File: src/hw/sps_pkg.sv
package sps_pkg;
    // Command encodings on {ras_n, cas_n, we_n} with chip select low
    localparam logic [2:0] SPS_CMD_MRS     = 3'h0;
    localparam logic [2:0] SPS_CMD_REF     = 3'h1;
    localparam logic [2:0] SPS_CMD_PRE     = 3'h2;
    localparam logic [2:0] SPS_CMD_ACT     = 3'h3;
    localparam logic [2:0] SPS_CMD_WR      = 3'h4;
    localparam logic [2:0] SPS_CMD_RD      = 3'h5;
    localparam logic [2:0] SPS_CMD_ZQ      = 3'h6;
    localparam logic [2:0] SPS_CMD_NOP     = 3'h7;
    // Timing counts in clock_cycle_count units (plain defaults)
    localparam int SPS_MODE_SET_CMD_DELAY          = 4;
    localparam int SPS_MODE_UPDATE_DELAY           = 12;
    localparam int SPS_MIN_CLOCK_ENABLE_PULSE      = 3;
    localparam int SPS_SELF_REFRESH_EXIT_DELAY     = 16;
    localparam int SPS_SELF_REFRESH_EXIT_DLL_DELAY = 512;
    localparam int SPS_WRITE_AFTER_SRX             = 512;
    localparam int SPS_POWER_DOWN_EXIT_DELAY       = 3;
    localparam int SPS_BURST_LEN                   = 4;
    localparam int SPS_PRECHARGE_PERIOD            = 4;
    localparam int SPS_REFRESH_CYCLE_TIME          = 20;
    localparam int SPS_CNT_W                       = 10;
    typedef enum logic [2:0] {
        SPS_IDLE,
        SPS_ACTIVE,
        SPS_PD_PRE,
        SPS_PD_ACT,
        SPS_SELF_REF
    } sps_state_t;
endpackage

File: src/hw/sps_link_if.sv
`timescale 1ns/10ps
`default_nettype none
interface sps_link_if;
    logic cke;
    logic cs_n;
    logic ras_n;
    logic cas_n;
    logic we_n;
    logic on_die_termination;
    modport device (input cke, input cs_n, input ras_n, input cas_n, input we_n, input on_die_termination);
    modport ctrl (output cke, output cs_n, output ras_n, output cas_n, output we_n, output on_die_termination);
endinterface
`default_nettype wire

File: src/hw/sps_device.sv
// Contract
// RULE_01: Act on cke now, cke before, command, state
// RULE_02: Controller lowers cke after mode delays
// RULE_03: Controller holds cke for minimum pulse
// RULE_04: Power-down entry/exit only with nop/deselect
// RULE_05: Self-refresh exit only with nop/deselect
// RULE_06: Self refresh entered only from idle
// RULE_07: No self refresh during read/write
// RULE_08: Banks closed picks precharge else active power-down
// RULE_09: No refresh while powered down
// RULE_10: Low cke holds state, ignores commands
// RULE_11: Only nop/deselect during self-refresh exit delay
// RULE_12: No read until dll exit delay
// RULE_13: No write for 512 cycles after exit
// RULE_14: Termination ignored, unavailable in self refresh
// RULE_15: Idle needs banks closed, no burst, delays done
// RULE_16: Controller avoids illegal combinations
// RULE_17: Decode cs, ras, cas, we, cke at edge
// RULE_18: Deselect behaves as no-operation
// RULE_19: Self-refresh exit starts on cke high
// RULE_20: Registered previous cke and state register
`timescale 1ns/10ps
`default_nettype none
module sps_device
    import sps_pkg::*;
(
    input  wire logic     clk_sys_in,
    input  wire logic     resetn_in,
    sps_link_if.device    link,
    output logic [2:0]    state_out,
    output logic          idle_out,
    output logic          odt_active_out,
    output logic          refresh_pulse_out,
    output logic          illegal_out
);
    sps_state_t           state_r;
    sps_state_t           state_nxt;
    logic                 cke_prev_r;
    logic [SPS_CNT_W-1:0] busy_r;
    logic [SPS_CNT_W-1:0] busy_nxt;
    logic                 banks_open_r;
    logic                 banks_open_nxt;
    logic                 is_nop;
    logic [2:0]           cmd;
    logic                 refresh_nxt;
    logic                 illegal_nxt;

    // Deselect folds onto no-operation
    assign is_nop = link.cs_n || ({link.ras_n, link.cas_n, link.we_n} == SPS_CMD_NOP); // RULE_18 RULE_17
    assign cmd    = link.cs_n ? SPS_CMD_NOP : {link.ras_n, link.cas_n, link.we_n};    // RULE_17

    always_comb begin
        state_nxt      = state_r;
        busy_nxt       = (busy_r != '0) ? busy_r - 1'b1 : busy_r;
        banks_open_nxt = banks_open_r;
        refresh_nxt    = 1'b0;
        illegal_nxt    = 1'b0;
        case (state_r) // RULE_01
            SPS_PD_PRE, SPS_PD_ACT: begin
                if (link.cke) begin // RULE_10 RULE_09
                    if (is_nop) begin // RULE_04
                        state_nxt = banks_open_r ? SPS_ACTIVE : SPS_IDLE;
                        busy_nxt  = SPS_CNT_W'(SPS_POWER_DOWN_EXIT_DELAY);
                    end else begin
                        illegal_nxt = 1'b1;
                    end
                end
            end
            SPS_SELF_REF: begin
                if (link.cke) begin // RULE_19 RULE_10
                    if (is_nop) begin // RULE_05
                        state_nxt = SPS_IDLE;
                        busy_nxt  = SPS_CNT_W'(SPS_SELF_REFRESH_EXIT_DELAY);
                    end else begin
                        illegal_nxt = 1'b1;
                    end
                end
            end
            default: begin
                if (cke_prev_r && !link.cke) begin
                    if (is_nop) begin // RULE_04 RULE_08
                        state_nxt = banks_open_r ? SPS_PD_ACT : SPS_PD_PRE;
                    end else if (cmd == SPS_CMD_REF && state_r == SPS_IDLE && busy_r == '0) begin // RULE_06
                        state_nxt = SPS_SELF_REF;
                    end else begin
                        illegal_nxt = 1'b1;
                    end
                end else if (cke_prev_r && link.cke) begin
                    case (cmd)
                        SPS_CMD_ACT: begin
                            banks_open_nxt = 1'b1;
                            state_nxt      = SPS_ACTIVE;
                        end
                        SPS_CMD_PRE: begin
                            banks_open_nxt = 1'b0;
                            state_nxt      = SPS_IDLE;
                            busy_nxt       = SPS_CNT_W'(SPS_PRECHARGE_PERIOD);
                        end
                        SPS_CMD_RD, SPS_CMD_WR: begin
                            busy_nxt = SPS_CNT_W'(SPS_BURST_LEN);
                        end
                        SPS_CMD_REF: begin
                            refresh_nxt = 1'b1;
                            busy_nxt    = SPS_CNT_W'(SPS_REFRESH_CYCLE_TIME);
                        end
                        SPS_CMD_MRS: begin
                            busy_nxt = SPS_CNT_W'(SPS_MODE_UPDATE_DELAY);
                        end
                        default: begin
                        end
                    endcase
                end
            end
        endcase
    end

    // Power state, one step per edge
    always_ff @(posedge clk_sys_in) begin
        if (!resetn_in) begin
            state_r <= SPS_IDLE;
        end else begin
            state_r <= state_nxt; // RULE_20
        end
    end

    // Reset value low, so clock enable low after reset is not read as a power-down entry
    always_ff @(posedge clk_sys_in) begin
        if (!resetn_in) begin
            cke_prev_r <= 1'b0;
        end else begin
            cke_prev_r <= link.cke; // RULE_20
        end
    end

    // One shared counter for every pending delay; the latest load overwrites it
    always_ff @(posedge clk_sys_in) begin
        if (!resetn_in) begin
            busy_r <= '0;
        end else begin
            busy_r <= busy_nxt;
        end
    end

    // Single flag stands for all banks; no per-bank tracking
    always_ff @(posedge clk_sys_in) begin
        if (!resetn_in) begin
            banks_open_r <= 1'b0;
        end else begin
            banks_open_r <= banks_open_nxt;
        end
    end

    always_ff @(posedge clk_sys_in) begin
        if (!resetn_in) begin
            state_out <= 3'h0;
        end else begin
            state_out <= state_nxt;
        end
    end

    // Idle only once the shared delay counter is spent and clock enable is high
    always_ff @(posedge clk_sys_in) begin
        if (!resetn_in) begin
            idle_out <= 1'b0;
        end else begin
            idle_out <= (state_nxt == SPS_IDLE) && !banks_open_nxt && (busy_nxt == '0) && link.cke; // RULE_15
        end
    end

    // Termination only gates the pad, never the state choice
    always_ff @(posedge clk_sys_in) begin
        if (!resetn_in) begin
            odt_active_out <= 1'b0;
        end else begin
            odt_active_out <= link.on_die_termination && (state_nxt != SPS_SELF_REF); // RULE_14
        end
    end

    // Refresh can only pulse from the normal branch, never in power-down
    always_ff @(posedge clk_sys_in) begin
        if (!resetn_in) begin
            refresh_pulse_out <= 1'b0;
        end else begin
            refresh_pulse_out <= refresh_nxt; // RULE_09
        end
    end

    // Bad commands are flagged but otherwise dropped
    always_ff @(posedge clk_sys_in) begin
        if (!resetn_in) begin
            illegal_out <= 1'b0;
        end else begin
            illegal_out <= illegal_nxt;
        end
    end
endmodule
`default_nettype wire

File: src/flat_wrapper.sv
// flat-port wrapper written by rule: the top's interface ports become plain ports
module sps_device_flat import sps_pkg::*;
  (clk_sys_in, resetn_in, state_out, idle_out, odt_active_out, refresh_pulse_out, illegal_out, link_cke, link_cs_n, link_ras_n, link_cas_n, link_we_n, link_on_die_termination);
  sps_link_if link_i ();
  input  wire logic clk_sys_in;
  input  wire logic resetn_in;
  output logic [2:0] state_out;
  output logic idle_out;
  output logic odt_active_out;
  output logic refresh_pulse_out;
  output logic illegal_out;
  input wire logic [$bits(link_i.cke)-1:0] link_cke;
  input wire logic [$bits(link_i.cs_n)-1:0] link_cs_n;
  input wire logic [$bits(link_i.ras_n)-1:0] link_ras_n;
  input wire logic [$bits(link_i.cas_n)-1:0] link_cas_n;
  input wire logic [$bits(link_i.we_n)-1:0] link_we_n;
  input wire logic [$bits(link_i.on_die_termination)-1:0] link_on_die_termination;
  assign link_i.cke = link_cke;
  assign link_i.cs_n = link_cs_n;
  assign link_i.ras_n = link_ras_n;
  assign link_i.cas_n = link_cas_n;
  assign link_i.we_n = link_we_n;
  assign link_i.on_die_termination = link_on_die_termination;
  sps_device u_core (.clk_sys_in(clk_sys_in), .resetn_in(resetn_in), .link(link_i), .state_out(state_out), .idle_out(idle_out), .odt_active_out(odt_active_out), .refresh_pulse_out(refresh_pulse_out), .illegal_out(illegal_out));
endmodule
File: config.mk
export PLATFORM = sky130hd
export DESIGN_NAME = sps_device_flat
export DESIGN_NICKNAME = d
export VERILOG_FILES = /design/src/hw/sps_pkg.sv /design/src/hw/sps_link_if.sv /design/src/hw/sps_device.sv /design/src/flat_wrapper.sv
export SDC_FILE = /design/constraint.sdc
export NUM_CORES = 1
export LEC_CHECK = 0
export BUFFER_PORTS_ARGS = -buffer_cell sky130_fd_sc_hd__clkbuf_2
export CORE_MARGIN = 5
export CORE_UTILIZATION = 60
export DETAILED_ROUTE_END_ITERATION = 8
export PLACE_DENSITY = 0.91
export SLEW_MARGIN = 20
export SYNTH_ARGS = -nofsm -noshare
export SYNTH_HDL_FRONTEND = slang
export SYNTH_SLANG_ARGS = --single-unit
File: constraint.sdc
create_clock -name clk_sys_in -period 3.4 [get_ports clk_sys_in]
set_input_delay 0 -clock clk_sys_in [delete_from_list [all_inputs] [get_ports clk_sys_in]]
set_output_delay 0 -clock clk_sys_in [all_outputs]
set_load 0.005 [all_outputs]
[Yosys cells after proc, flatten, opt, wreduce, memory -nomap -nowiden]
Cells that the tools add are included.
Storage, ports and cells
  register bits: 19
  latch bits: 0
  RAM bits: 0
  ROM bits: 0
  memories: 0
Cells by class
  add/sub/neg operators: 1
  $mul: 0
  divide/modulo/power cells: 0
  order comparisons: 0
  equality and inequality tests: 10
  shift operators: 0
  mux-type cells: 33
  bitwise operators: 2
  reductions and logical operators: 21
Operators with widths (number)
  $mux W10: 7
  $pmux W10 S3: 1
  $mux W3: 9
  $logic_not A10 Y1: 2
  $pmux W10 S2: 1
  $eq A3 B2 Y1 const B: 4
  $eq A3 B3 Y1 const B: 4
  $mux W1: 12
  $pmux W3 S2: 2
  $reduce_bool A10 Y1: 1
  $sub A10 B1 Y10 const B: 1
  $logic_not A3 Y1: 3
  $logic_and A1 B1 Y1: 8
  $reduce_or A3 Y1: 2
  $reduce_or A6 Y1: 1
  $eq A3 B1 Y1 const B: 1
  $ne A3 B3 Y1 const B: 1
  $logic_not A1 Y1: 2
  $not A1 Y1: 2
  $pmux W1 S2: 1
  $reduce_or A2 Y1: 1
  $logic_or A1 B1 Y1: 1

[Longest topological paths before layout]
Gate-level depths: netlist of the first run.
  word-level depth: 12
  mapped depth: 8
  mapped depth without buffers: 8

[Worst setup path before layout of the first run]
OpenSTA, ideal clock, no wires.
  kind: register -> register
  start: reg u_core.busy_r[0]
  end: reg u_core.idle_out
  library setup time: 0.088 ns
  data arrival time: 2.006 ns
  data required time: 3.312 ns
  slack: 1.307 ns
  cell stages (with the launch flop): 9
  path buffers: 0
  cells stage by stage: dfxtp_1 -> inv_1 -> ha_1 -> nor4b_4 -> nand3_4 -> and3b_1 -> o22a_1 -> or3_1 -> nor4_2
Between the ends
  longest elaborated chain between the ends: 10
  elaborated cells between the ends (all ways): 22
RTL lines
  start, declared: line sps_device.sv:39  | logic [SPS_CNT_W-1:0] busy_r;
  start signal, assigned: line sps_device.sv:140  | busy_r <= busy_nxt;
  parallel branches: the longest is 8 deep, another holds $sub A10 B1 Y10
  $logic_and A1 B1 Y1 (*) (2 in a row): line sps_device.sv:166  | idle_out <= (state_nxt == SPS_IDLE) && !banks_open_nxt && (busy_nxt == '0) && link.cke;
  end signal, assigned: line sps_device.sv:166
  end, declared: line sps_device.sv:31  | output logic idle_out,
Every way passes the cells marked *.
A chain may end at the register's enable or synchronous reset.

[Worst setup path after layout of the first run]
  start: reg u_core.state_r[2]
  end: reg u_core.idle_out
Between the ends
  longest elaborated chain between the ends: 11
  elaborated cells between the ends (all ways): 26
RTL lines
  start, declared: line sps_device.sv:36  | sps_state_t state_r;
  start signal, assigned: line sps_device.sv:122  | state_r <= state_nxt;
  $logic_not A3 Y1: line sps_device.sv:83  | end else if (cmd == SPS_CMD_REF && state_r == SPS_IDLE && busy_r == '0) begin
  $logic_and A1 B1 Y1 (2 in a row): line sps_device.sv:83
  $mux W3: line sps_device.sv:83
  $mux W3: line sps_device.sv:81  | if (is_nop) begin
  $mux W3: line sps_device.sv:80  | if (cke_prev_r && !link.cke) begin
  $pmux W3 S2: line sps_device.sv:58  | case (state_r)
  $logic_not A3 Y1: line sps_device.sv:166
  $logic_and A1 B1 Y1: line sps_device.sv:166
  $logic_and A1 B1 Y1 (*) (2 in a row): line sps_device.sv:166
Every way passes the cells marked *; elsewhere a longest branch is shown, timed or not.

==> results by group, run 1 <==
Timing
  – Hold Fails Final Rpt: 0
  – Rel. slew slack: 0.5833
  – Final Cycle Share: 0.7129
  – Setup TNS: 0 ns
  – Transition time at the pin with the least slew margin: 0.6237 ns
  – Final Setup Violations: 0
  – Fin crit period: 2.424 ns
  – Final Max Slew Viols: 0
  – Final clock skew: 0.003363 ns
  – RSZ-0062 raised after global routing: false
  – Max Freq: 412.6 MHz

Yosys
  – Complex-gate fraction of the synthesized area: 0.2240
  – Post-synthesis cell type count: 49
  – Synth async-reset ratio: 0
  – Adder-cell share of the synthesized area: 0.01890
  – XOR/XNOR Fraction of Synth Area: 0.006616
  – Share of the synthesized area in the top cell type: 0.2873
  – Top post-synthesis cells by area: dfxtp_1, nand2_1, o21ai_0
  – Post-Syn Instances: 172
  – Mapped cell area: 0.001324 mm²
  – Mux cell area share after synthesis: 0.04726
  – Synth top cells by count: nand2_1, dfxtp_1, o21ai_0
  – Syn. warnings: 0
  – Most frequent cell after synthesis: nand2_1
  – Post-synth EDFFs: 0
  – Syn Nets: 182
  – Area leader, netlist: dfxtp_1
  – Seq/Total Area, Yosys: 0.2873
  – Area share of and/or/nand/nor cells after synthesis: 0.3762
  – Main combinational cell family by area after synthesis: simple AND/OR/NAND/NOR gates
  – Post-synthesis register bit count: 19
  – Synth Flop Type: dfxtp_1
  – Syn avg cell area: 7.696 µm²

Clocking
  – CTS max path bufs: 2
  – CTS tree: done
  – CTS H-tree depth: 1
  – Worst skew pair latency: 0.32 ns
  – Post-CTS Setup Repair Bufs: 0
  – Clk sink count: 19
  – Reg clk slew, reported paths: 0.12 ns
  – Hold_buf cts: 1
  – CTS Buf Count: 3
  – Post-CTS resize count: 0
  – Root buffer cell: clkbuf_4

Pwr
  – Worst vdd ir: 0.4720 mV
  – Pwr/cell area: 702.0 mW/mm²
  – Leakage: 0.5493 nW

Final layout
  – ANT cells: 0
  – Final core occ: 0.6686
  – Area Growth Syn to Fin: 8.507%
  – Nets: 195
  – Layout cells sized above 1: 0.1413

Route
  – Via/cell ratio: 6.377
  – DRC: 0
  – Drt total wl: 3365 µm
  – Detailed Route Iter0 Violations: 93
  – Routed length per instance: 15.87 µm
  – Vias post-DR: 1352
  – Antenna Violating Nets Remaining: 0
  – TritonRoute pass-1 iters: 4

Setup path
  – Worst path arrival time: 2.66 ns
  – Critical path fanouts, max: 15
  – Crit path kind: flip-flop to flip-flop
  – R2R Setup Slk: 0.98 ns
  – Critical path's top delay family: simple AND/OR/NAND/NOR gates
  – Slowest-stage cell, CP: dfxtp_1
  – Worst path bufs/invs: 0
  – Max incr delay on CP: 0.62 ns
  – Critical path required time: 3.64 ns
  – CP startpoint kind: flip-flop
  – CP Capture Type: flip-flop
  – CP cell instances: nor3b_1, nor2_1, o22a_1, or3_1, nor4_2

Placed design
  – Number of port buffers: 14
  – GP Congestion: 1.023
  – DP HPWL: 2552 µm

Global routing
  – First-pass GRT wire length: 5616 µm
  – Remaining global-route overflow: 0
  – Initial antenna violation count: 0
  – Total GRT Usage: 0.2211
  – Largest net degree at the start of global routing: 16
  – Vias in the first global route: 1234

Floorplan
  – Ports: 15
  – Die width: 56.97 µm
  – Initial Util: 0.6162
  – Row cnt: 17
  – Area of the core: 0.002148 mm²
  – Full die area: 0.003246 mm²
  – Die Y: 56.97 µm

Flow run
  – Max-cap viol count: 0

Min path
  – Hold crit path type: primary input to flip-flop

Status
  – Run status: completed
==> metrics by stage <==
stage | hold slack (ns) | setup WS, ns | power, mW | instances | cell area, µm²
2_1_floorplan | 0.1251 | 1.307 | 0.7635 | 172 | 1324
3_3_place_gp | 0.2494 | 1.145 | 0.8651 | 207 | 1399
3_5_place_dp | 0.2513 | 1.076 | 0.8806 | 207 | 1399
4_1_cts | 0.02857 | 1.034 | 1.002 | 212 | 1436
5_1_grt | 0.06827 | 0.8659 | 1.092 | 212 | 1436
6_report | 0.04576 | 0.9761 | 1.008 | 212 | 1436
==> final timing paths <==
kind	start	endpoint	depth (start not counted)
max	u_core.state_r[2]$_SDFF_PN0_	u_core.idle_out$_SDFF_PN0_	5
min	link_we_n	u_core.refresh_pulse_out$_SDFF_PP0_	3
max reg2reg	u_core.state_r[2]$_SDFF_PN0_	u_core.idle_out$_SDFF_PN0_	5
min reg2reg	u_core.busy_r[9]$_SDFF_PN0_	u_core.busy_r[9]$_SDFF_PN0_	2
==> sequential cells by signal, summed over array words and instances, names as in the netlist <==
register	flops
u_core.odt_active_out	1
u_core.idle_out	1
u_core.busy_r	10
u_core.cke_prev_r	1
u_core.illegal_out	1
u_core.banks_open_r	1
u_core.state_r	3
u_core.refresh_pulse_out	1
==> worst min-delay path: stages <==
cell	delay, ns
clkbuf_2	0.17
nand3_1	0.12
nor2_1	0.04
==> layout by cell type (no fill, tap or decap), types with 2 or more instances in the layout <==
cell,instances
a211oi_1,2
a21oi_1,8
a31oi_1,4
and2_1,4
and3_1,2
clkbuf_2,14
clkbuf_4,3
dfxtp_1,19
ha_1,2
inv_1,6
mux2_2,2
mux2i_1,4
nand2_1,22
nand2b_1,2
nand3_1,2
nand4_1,2
nor2_1,11
nor2b_1,7
nor3_1,6
nor3b_1,4
nor4_1,2
o211ai_1,3
o21a_1,3
o21ai_0,16
o21ai_1,2
o22ai_1,2
or3_1,4
or3b_1,2
or4_1,3
==> metal layers <==
layer	share of wire	global-route usage
met5	0	0
met4	0.023	0.1093
met3	0.059	0.04977
met2	0.52	0.3915
met1	0.40	0.2476
==> kinds of logic after synthesis <==
family | Yosys count
buffers and inverters | 13
xor gates and xnor gates | 1
AOI/OAI and AO/OA | 48
muxes | 6
DFF | 19
and+or+nand+nor | 83
adders and majority gates | 2
==> power by group <==
group	switching (mW)	internal (mW)	total, mW	leakage [nW]
Clock	0.0786	0.0441	0.123	0.0177
Sequential	0.0766	0.270	0.347	0.156
Combinational	0.297	0.242	0.539	0.376
==> area by class of cell <==
type                       instances  area (µm²)
tap                               28       35.03
fill                             183       711.9
multi-input combinational        140       890.9
clock buffer                       3       22.52
inverter                           6       22.52
clock inverter                     1       5.005
sequential                        19       380.4
timing repair buffer              15       80.08
(Power assumes the default switching activity.)
==> run 2, diff against run 1 <==
Settings changed: CORE_UTILIZATION 60 to 52, PLACE_DENSITY 0.91 to 0.84.
Clock period 3.4 ns to 2.15 ns, I/O delays scaled along.
==> run 2 against run 1 <==
Maximum frequency grew 16%. Largest power group unchanged. Critical path depth grew 3. Largest cell class unchanged. Critical path type unchanged. Non-clock buffer count up 11. Clock power grew 57%. Utilization decreased by 3.6 points. Clock skew up 0.0021 ns. Sequential share of layout area shrank 1.8 points. Die area is 13% higher. Via count increased by 5.8%.
==> results by group, run 2 (synthesis gave the netlist of run 1 again) <==
Status
  – Run status: completed

Setup path
  – Critical path required time: 2.39 ns (-1.25 ns)
  – Slowest-stage cell, CP: or3_4
  – CP startpoint kind: flip-flop
  – Critical path fanouts, max: 4 (-11)
  – Critical path's top delay family: simple AND/OR/NAND/NOR gates
  – Worst path bufs/invs: 1 (+1)
  – R2R Setup Slk: 0.06 ns (-0.92 ns)
  – Worst path arrival time: 2.33 ns (-0.33 ns)
  – CP Capture Type: flip-flop
  – Max incr delay on CP: 0.37 ns (-0.25 ns)
  – Crit path kind: flip-flop to flip-flop
  – CP cell instances: inv_2, ha_2, nor4b_4, nand3_4, and3b_1, o22a_1, or3_4, nor4_2

Final layout
  – Layout filler cell count: 216 (+18%)
  – Register area: 384.1 µm² (+0.99%)
  – Most flop-heavy register: u_core.busy_r
  – Biggest regs: u_core.busy_r x10, u_core.state_r x3
  – Final core occ: 0.6330 (-0.03558)
  – Nets: 206 (+5.6%)
  – Max FFs per register: 10 (unchanged)
  – Area Growth Syn to Fin: 17.39%
  – ANT cells: 0 (unchanged)
  – Most common cell after layout, fill and taps aside: nand2_1
  – Area of the multi-input gates: 919.6 µm² (+3.2%)
  – Layout cells sized above 1: 0.2462 (+0.1048)
  – Most frequent cells in the layout: nand2_1, dfxtp_1, o21ai_0

Route
  – Detailed Route Iter0 Violations: 93 (unchanged)
  – Via/cell ratio: 6.356 (-0.34%)
  – TritonRoute pass-1 iters: 4 (unchanged)
  – Routed length per instance: 15.14 µm (-4.6%)
  – Drt total wl: 3407 µm (+1.2%)
  – DRC: 0 (unchanged)
  – Antenna Violating Nets Remaining: 0 (unchanged)
  – Vias post-DR: 1430 (+5.8%)

Clocking
  – CTS Buf Count: 3 (unchanged)
  – Root buffer cell: clkbuf_4
  – Clk sink count: 19 (unchanged)
  – CTS max path bufs: 2 (unchanged)
  – CTS tree: done
  – Worst skew pair latency: 0.31 ns (about the same)
  – Reg clk slew, reported paths: 0.12 ns (about the same)
  – CTS H-tree depth: 1 (unchanged)

Flow run
  – Max-cap viol count: 0 (unchanged)

Floorplan
  – Area of the core: 0.002455 mm² (+14%)
  – Full die area: 0.003655 mm² (+13%)
  – Ports: 15 (unchanged)
  – Initial Util: 0.5392 (-0.07695)
  – Die Y: 60.46 µm (+6.1%)
  – Row cnt: 18 (+1)
  – Die width: 60.46 µm (+6.1%)

Timing
  – Final Cycle Share: 0.9722 (+0.2593)
  – Final Setup Violations: 0 (unchanged)
  – Max Freq: 478.4 MHz (+16%)
  – Final clock skew: 0.005469 ns (+0.002106 ns)
  – Hold Fails Final Rpt: 0 (unchanged)
  – Rel. slew slack: 0.6586 (+0.07534)
  – Setup TNS: 0 ns (unchanged)
  – Transition time at the pin with the least slew margin: 0.5110 ns (-0.1128 ns)
  – Fin crit period: 2.090 ns (-0.3336 ns)
  – Final Max Slew Viols: 0 (unchanged)

Pwr
  – Worst vdd ir: 0.6970 mV (+48%)
  – Pwr/cell area: 1152 mW/mm² (+64%)
  – Switching Fraction: 0.4256 (-0.02308)
  – Psw: 761.6 µW (+68%)
  – Total power: 1.790 mW (+77%)
  – Leakage: 0.6060 nW (+10%)
  – Comb pwr share: 0.583 (+0.049)
  – Sequential share of power: 0.309 (-0.035)
  – Clock network power share: 0.108 (-0.014)
  – Internal Power: 1.028 mW (+85%)

Placed design
  – Number of port buffers: 14 (unchanged)
  – GP Congestion: 0.9831 (-3.9%)
  – DP HPWL: 2633 µm (+3.2%)

Global routing
  – First-pass GRT wire length: 5582 µm (-0.61%)
  – Remaining global-route overflow: 0 (unchanged)
  – Largest net degree at the start of global routing: 14 (-2)
  – Initial antenna violation count: 0 (unchanged)
  – Vias in the first global route: 1208 (-2.1%)
  – Total GRT Usage: 0.2011 (-0.01999)

Min path
  – Hold crit path type: primary input to flip-flop
## run 2: worst paths after layout
| kind | startpoint | endpoint | cells past startpoint |
|---|---|---|---|
| setup / recovery | u_core.busy_r[0]$_SDFF_PN0_ | u_core.idle_out$_SDFF_PN0_ | 8 |
| hold reg to reg | u_core.busy_r[9]$_SDFF_PN0_ | u_core.busy_r[9]$_SDFF_PN0_ | 2 |
| setup reg to reg | u_core.busy_r[0]$_SDFF_PN0_ | u_core.idle_out$_SDFF_PN0_ | 8 |
| hold / removal | resetn_in | u_core.odt_active_out$_SDFF_PN0_ | 3 |
## run 2: layout make-up
type,count,share of cell area
Clock buffer,3,0.01449
Clock inverter,1,0.003221
Inverter,6,0.01449
Multi-Input combinational cell,140,0.5918
Sequential cell,19,0.2472
Tap cell,30,0.02415
Timing Repair Buffer,26,0.1047
## run 2: metrics by stage
stage	setup slack [ns]	std cells	cell area (µm²)	hold WS (ns)
floorplan	0.05662	172	1324	0.1251
global placement	0.07549	218	1469	0.2208
detailed placement	0.02669	218	1469	0.2230
CTS	0.01201	223	1506	0.02740
global route	-0.009192	225	1554	0.06465
finish	0.05974	225	1554	0.03475
## run 2: timing repair
action / in CTS / in global routing
endpoints found under the setup margin: 1 / 3
gates cloned: 0 / 0
gates resized for setup: 1 / 11
buffers inserted: 0 / 2
endpoints found under the hold margin: 1 / 0
pin swaps: 0 / 4
hold buffers: 1 / 0
## run 2: power by group through the flow
| stage | registers (mW) | logic (mW) | clock network, mW |
|---|---|---|---|
| finish | 0.553 | 1.04 | 0.193 |
| global route | 0.568 | 1.14 | 0.213 |
| CTS | 0.540 | 0.921 | 0.195 |
| detailed placement | 0.548 | 0.914 | 0 |
| global placement | 0.542 | 0.889 | 0 |
| floorplan | 0.525 | 0.682 | 0 |
## run 2: per-layer routing
layer | track usage | wire length (µm)
met5 | 0 | 0
met4 | 0.08359 | 48
met3 | 0.02766 | 277
met2 | 0.3025 | 1562
met1 | 0.2887 | 1518
## run 2: worst reg2reg max path: cells and delay by family, from the launching register on
family / cells / cell delay, ns
AOI/OAI and AO/OA: 1 / 0.19
adders and majority gates: 1 / 0.19
buffers and inverters: 1 / 0.09
DFF: 1 / 0.34
and+or+nand+nor: 5 / 1.22
==> run 3, diff against run 2 <==
Settings changed: CORE_ASPECT_RATIO from default to 0.6.
==> run 3 against run 2 <==
Non-clock buffer count grew 3. Via count up 2.7%. Routed wire length grew 13%. Clock power increased by 33%. Sequential power shrank 1%. Total power grew 5.9%. Global-route usage rose by 1.4 points. Flip-flop and latch count unchanged. Maximum frequency down 0.86%. Utilization rose by 2.0 points. Sequential share of layout area down 1.2 points. Largest cell class unchanged. Largest power group unchanged.
==> results by group, run 3 (synthesis gave the netlist of run 1 again) <==
Status
  – Run status: completed

Final layout
  – Nets: 209 (+1.5%)
  – Layout filler cell count: 205 (-5.1%)
  – Design area: 0.001614 mm² (+3.9%)
  – ANT cells: 0 (unchanged)
  – Most common cell after layout, fill and taps aside: nand2_1
  – Biggest regs: u_core.busy_r x10, u_core.state_r x3
  – Max FFs per register: 10 (unchanged)
  – Most frequent cells in the layout: nand2_1, dfxtp_1, o21ai_0
  – Area Growth Syn to Fin: 21.93%
  – Layout cells sized above 1: 0.2525 (+0.006371)
  – Most flop-heavy register: u_core.busy_r

Route
  – Via/cell ratio: 6.387 (+0.49%)
  – TritonRoute pass-1 iters: 5 (+1)
  – Drt total wl: 3866 µm (+13%)
  – Detailed Route Iter0 Violations: 236 (+150%)
  – DRC: 0 (unchanged)
  – Antenna Violating Nets Remaining: 0 (unchanged)
  – Routed length per instance: 16.81 µm (+11%)
  – Vias post-DR: 1469 (+2.7%)

Setup path
  – Max incr delay on CP: 0.40 ns (+0.03 ns)
  – Slowest-stage cell, CP: or3b_4
  – Worst path arrival time: 2.28 ns (-0.05 ns)
  – Worst path bufs/invs: 1 (unchanged)
  – CP startpoint kind: flip-flop
  – Critical path's top delay family: simple AND/OR/NAND/NOR gates
  – Crit. Startpoint: u_core.busy_r[0]$_SDFF_PN0_
  – Critical path fanouts, max: 4 (unchanged)
  – Crit path kind: flip-flop to flip-flop
  – Critical path required time: 2.32 ns (-0.07 ns)
  – CP cell instances: inv_2, ha_1, or3b_4, or3_1, and2_1, nor3_1, a31oi_1, nor4_4
  – FF-to-FF Start: u_core.busy_r[0]$_SDFF_PN0_
  – CP Capture Type: flip-flop

Placed design
  – Post-placement setup slack: -0.01667 ns (-0.04336 ns)
  – GP Congestion: 0.9882 (+0.52%)
  – Number of port buffers: 14 (unchanged)
  – Area after DPL: 0.001494 mm² (+1.7%)
  – DP HPWL: 2900 µm (+10%)

Global routing
  – Total GRT Usage: 0.2151 (+0.01398)
  – Largest net degree at the start of global routing: 14 (unchanged)
  – Initial antenna violation count: 0 (unchanged)
  – Remaining global-route overflow: 0 (unchanged)
  – Vias in the first global route: 1257 (+4.1%)
  – First-pass GRT wire length: 6127 µm (+9.8%)

Floorplan
  – Die width: 75.14 µm (+24%)
  – Ports: 15 (unchanged)
  – Initial Util: 0.5360 (-0.003278)
  – Row cnt: 14 (-4)
  – Die Y: 49.08 µm (-19%)
  – Area of the core: 0.002470 mm² (+0.61%)
  – Full die area: 0.003688 mm² (+0.90%)

Pwr
  – Worst vdd ir: 0.6950 mV (-0.29%)
  – Total power: 1.896 mW (+5.9%)
  – Leakage: 0.6360 nW (+4.9%)
  – Pwr/cell area: 1174 mW/mm² (+2.0%)

Timing
  – Hold Fails Final Rpt: 0 (unchanged)
  – RSZ-0062 raised after global routing: true
  – Fin crit period: 2.108 ns (+0.01820 ns)
  – Transition time at the pin with the least slew margin: 0.5164 ns (+0.005440 ns)
  – Final Cycle Share: 0.9807 (+0.008466)
  – Final Max Slew Viols: 0 (unchanged)
  – Max Freq: 474.3 MHz (-0.86%)
  – Final Setup Violations: 0 (unchanged)
  – Final clock skew: 0.007703 ns (+0.002234 ns)
  – Min setup slack post-route: 0.04154 ns (-0.01820 ns)
  – Rel. slew slack: 0.6550 (-0.003635)

Clocking
  – Root buffer cell: clkbuf_8
  – Clk sink count: 19 (unchanged)
  – CTS tree: done
  – Worst skew pair latency: 0.26 ns (-0.05 ns)
  – CTS Buf Count: 3 (unchanged)
  – CTS max path bufs: 2 (unchanged)
  – Reg clk slew, reported paths: 0.08 ns (-0.04 ns)
  – CTS H-tree depth: 1 (unchanged)

Flow run
  – Max-cap viol count: 0 (unchanged)

Min path
  – Hold Path Origin: resetn_in
  – Hold crit path type: primary input to flip-flop
[run 3: changes by cell type in the layout (fill, tap and decap cells not counted), sizes merged]
cell,before,now
buf,11,14
[run 3: timing repair]
| item | in CTS | in global routing |
|---|---|---|
| setup endpoints to repair | 1 | 2 |
| hold endpoints to repair | 1 | 0 |
| resized for setup | 3 | 9 |
| setup buffers | 0 | 2 |
| hold buffers | 1 | 0 |
| pin swaps | 0 | 5 |
[run 3: where the power goes]
part	internal, mW	switching, mW
Sequential	0.428	0.118
Clock	0.129	0.127
Combinational	0.513	0.580
Total	1.07	0.826
[run 3: metal layers]
| layer | up-vias | part of all wire | track usage |
|---|---|---|---|
| met5 | - | 0 | 0 |
| met4 | 0 | 0.011 | 0.03779 |
| met3 | 8 | 0.13 | 0.07819 |
| met2 | 91 | 0.43 | 0.2962 |
| met1 | 684 | 0.43 | 0.3201 |
| li1 | 686 | - | - |
[run 3: cell type report]
| cell class | instances | area [µm²] | share of cell area |
|---|---|---|---|
| Timing Repair Buffer | 29 | 185.2 | 0.1147 |
| Clock buffer | 3 | 41.29 | 0.02558 |
| Clock inverter | 1 | 5.005 | 0.003101 |
| Sequential cell | 19 | 380.4 | 0.2357 |
| Inverter | 6 | 22.52 | 0.01395 |
| Multi-Input combinational cell | 140 | 939.7 | 0.5822 |
| Tap cell | 32 | 40.04 | 0.02481 |
[run 3: final timing paths]
check,end,slack (ns),cells after the start
setup reg to reg,u_core.idle_out$_SDFF_PN0_,0.04,8
setup / recovery,u_core.idle_out$_SDFF_PN0_,0.04,8
hold / removal,u_core.odt_active_out$_SDFF_PN0_,0.12,3
hold reg to reg,u_core.busy_r[9]$_SDFF_PN0_,0.56,2
[run 3: metrics by stage]
step,util,cells,setup TNS (ns),hold slack [ns]
2_1_floorplan,-,172,0,0.1251
3_3_place_gp,0.6049,223,0,0.2176
3_5_place_dp,0.6049,223,-0.01667,0.2253
4_1_cts,0.6297,228,0,0.1097
5_1_grt,0.6535,230,-0.04635,0.1257
6_report,0.6535,230,0,0.1159
[run 3: worst min-delay path, cell delays in order]
cell and delay (ns):
clkbuf_2 0.20, nand2_1 0.10, a21oi_1 0.03
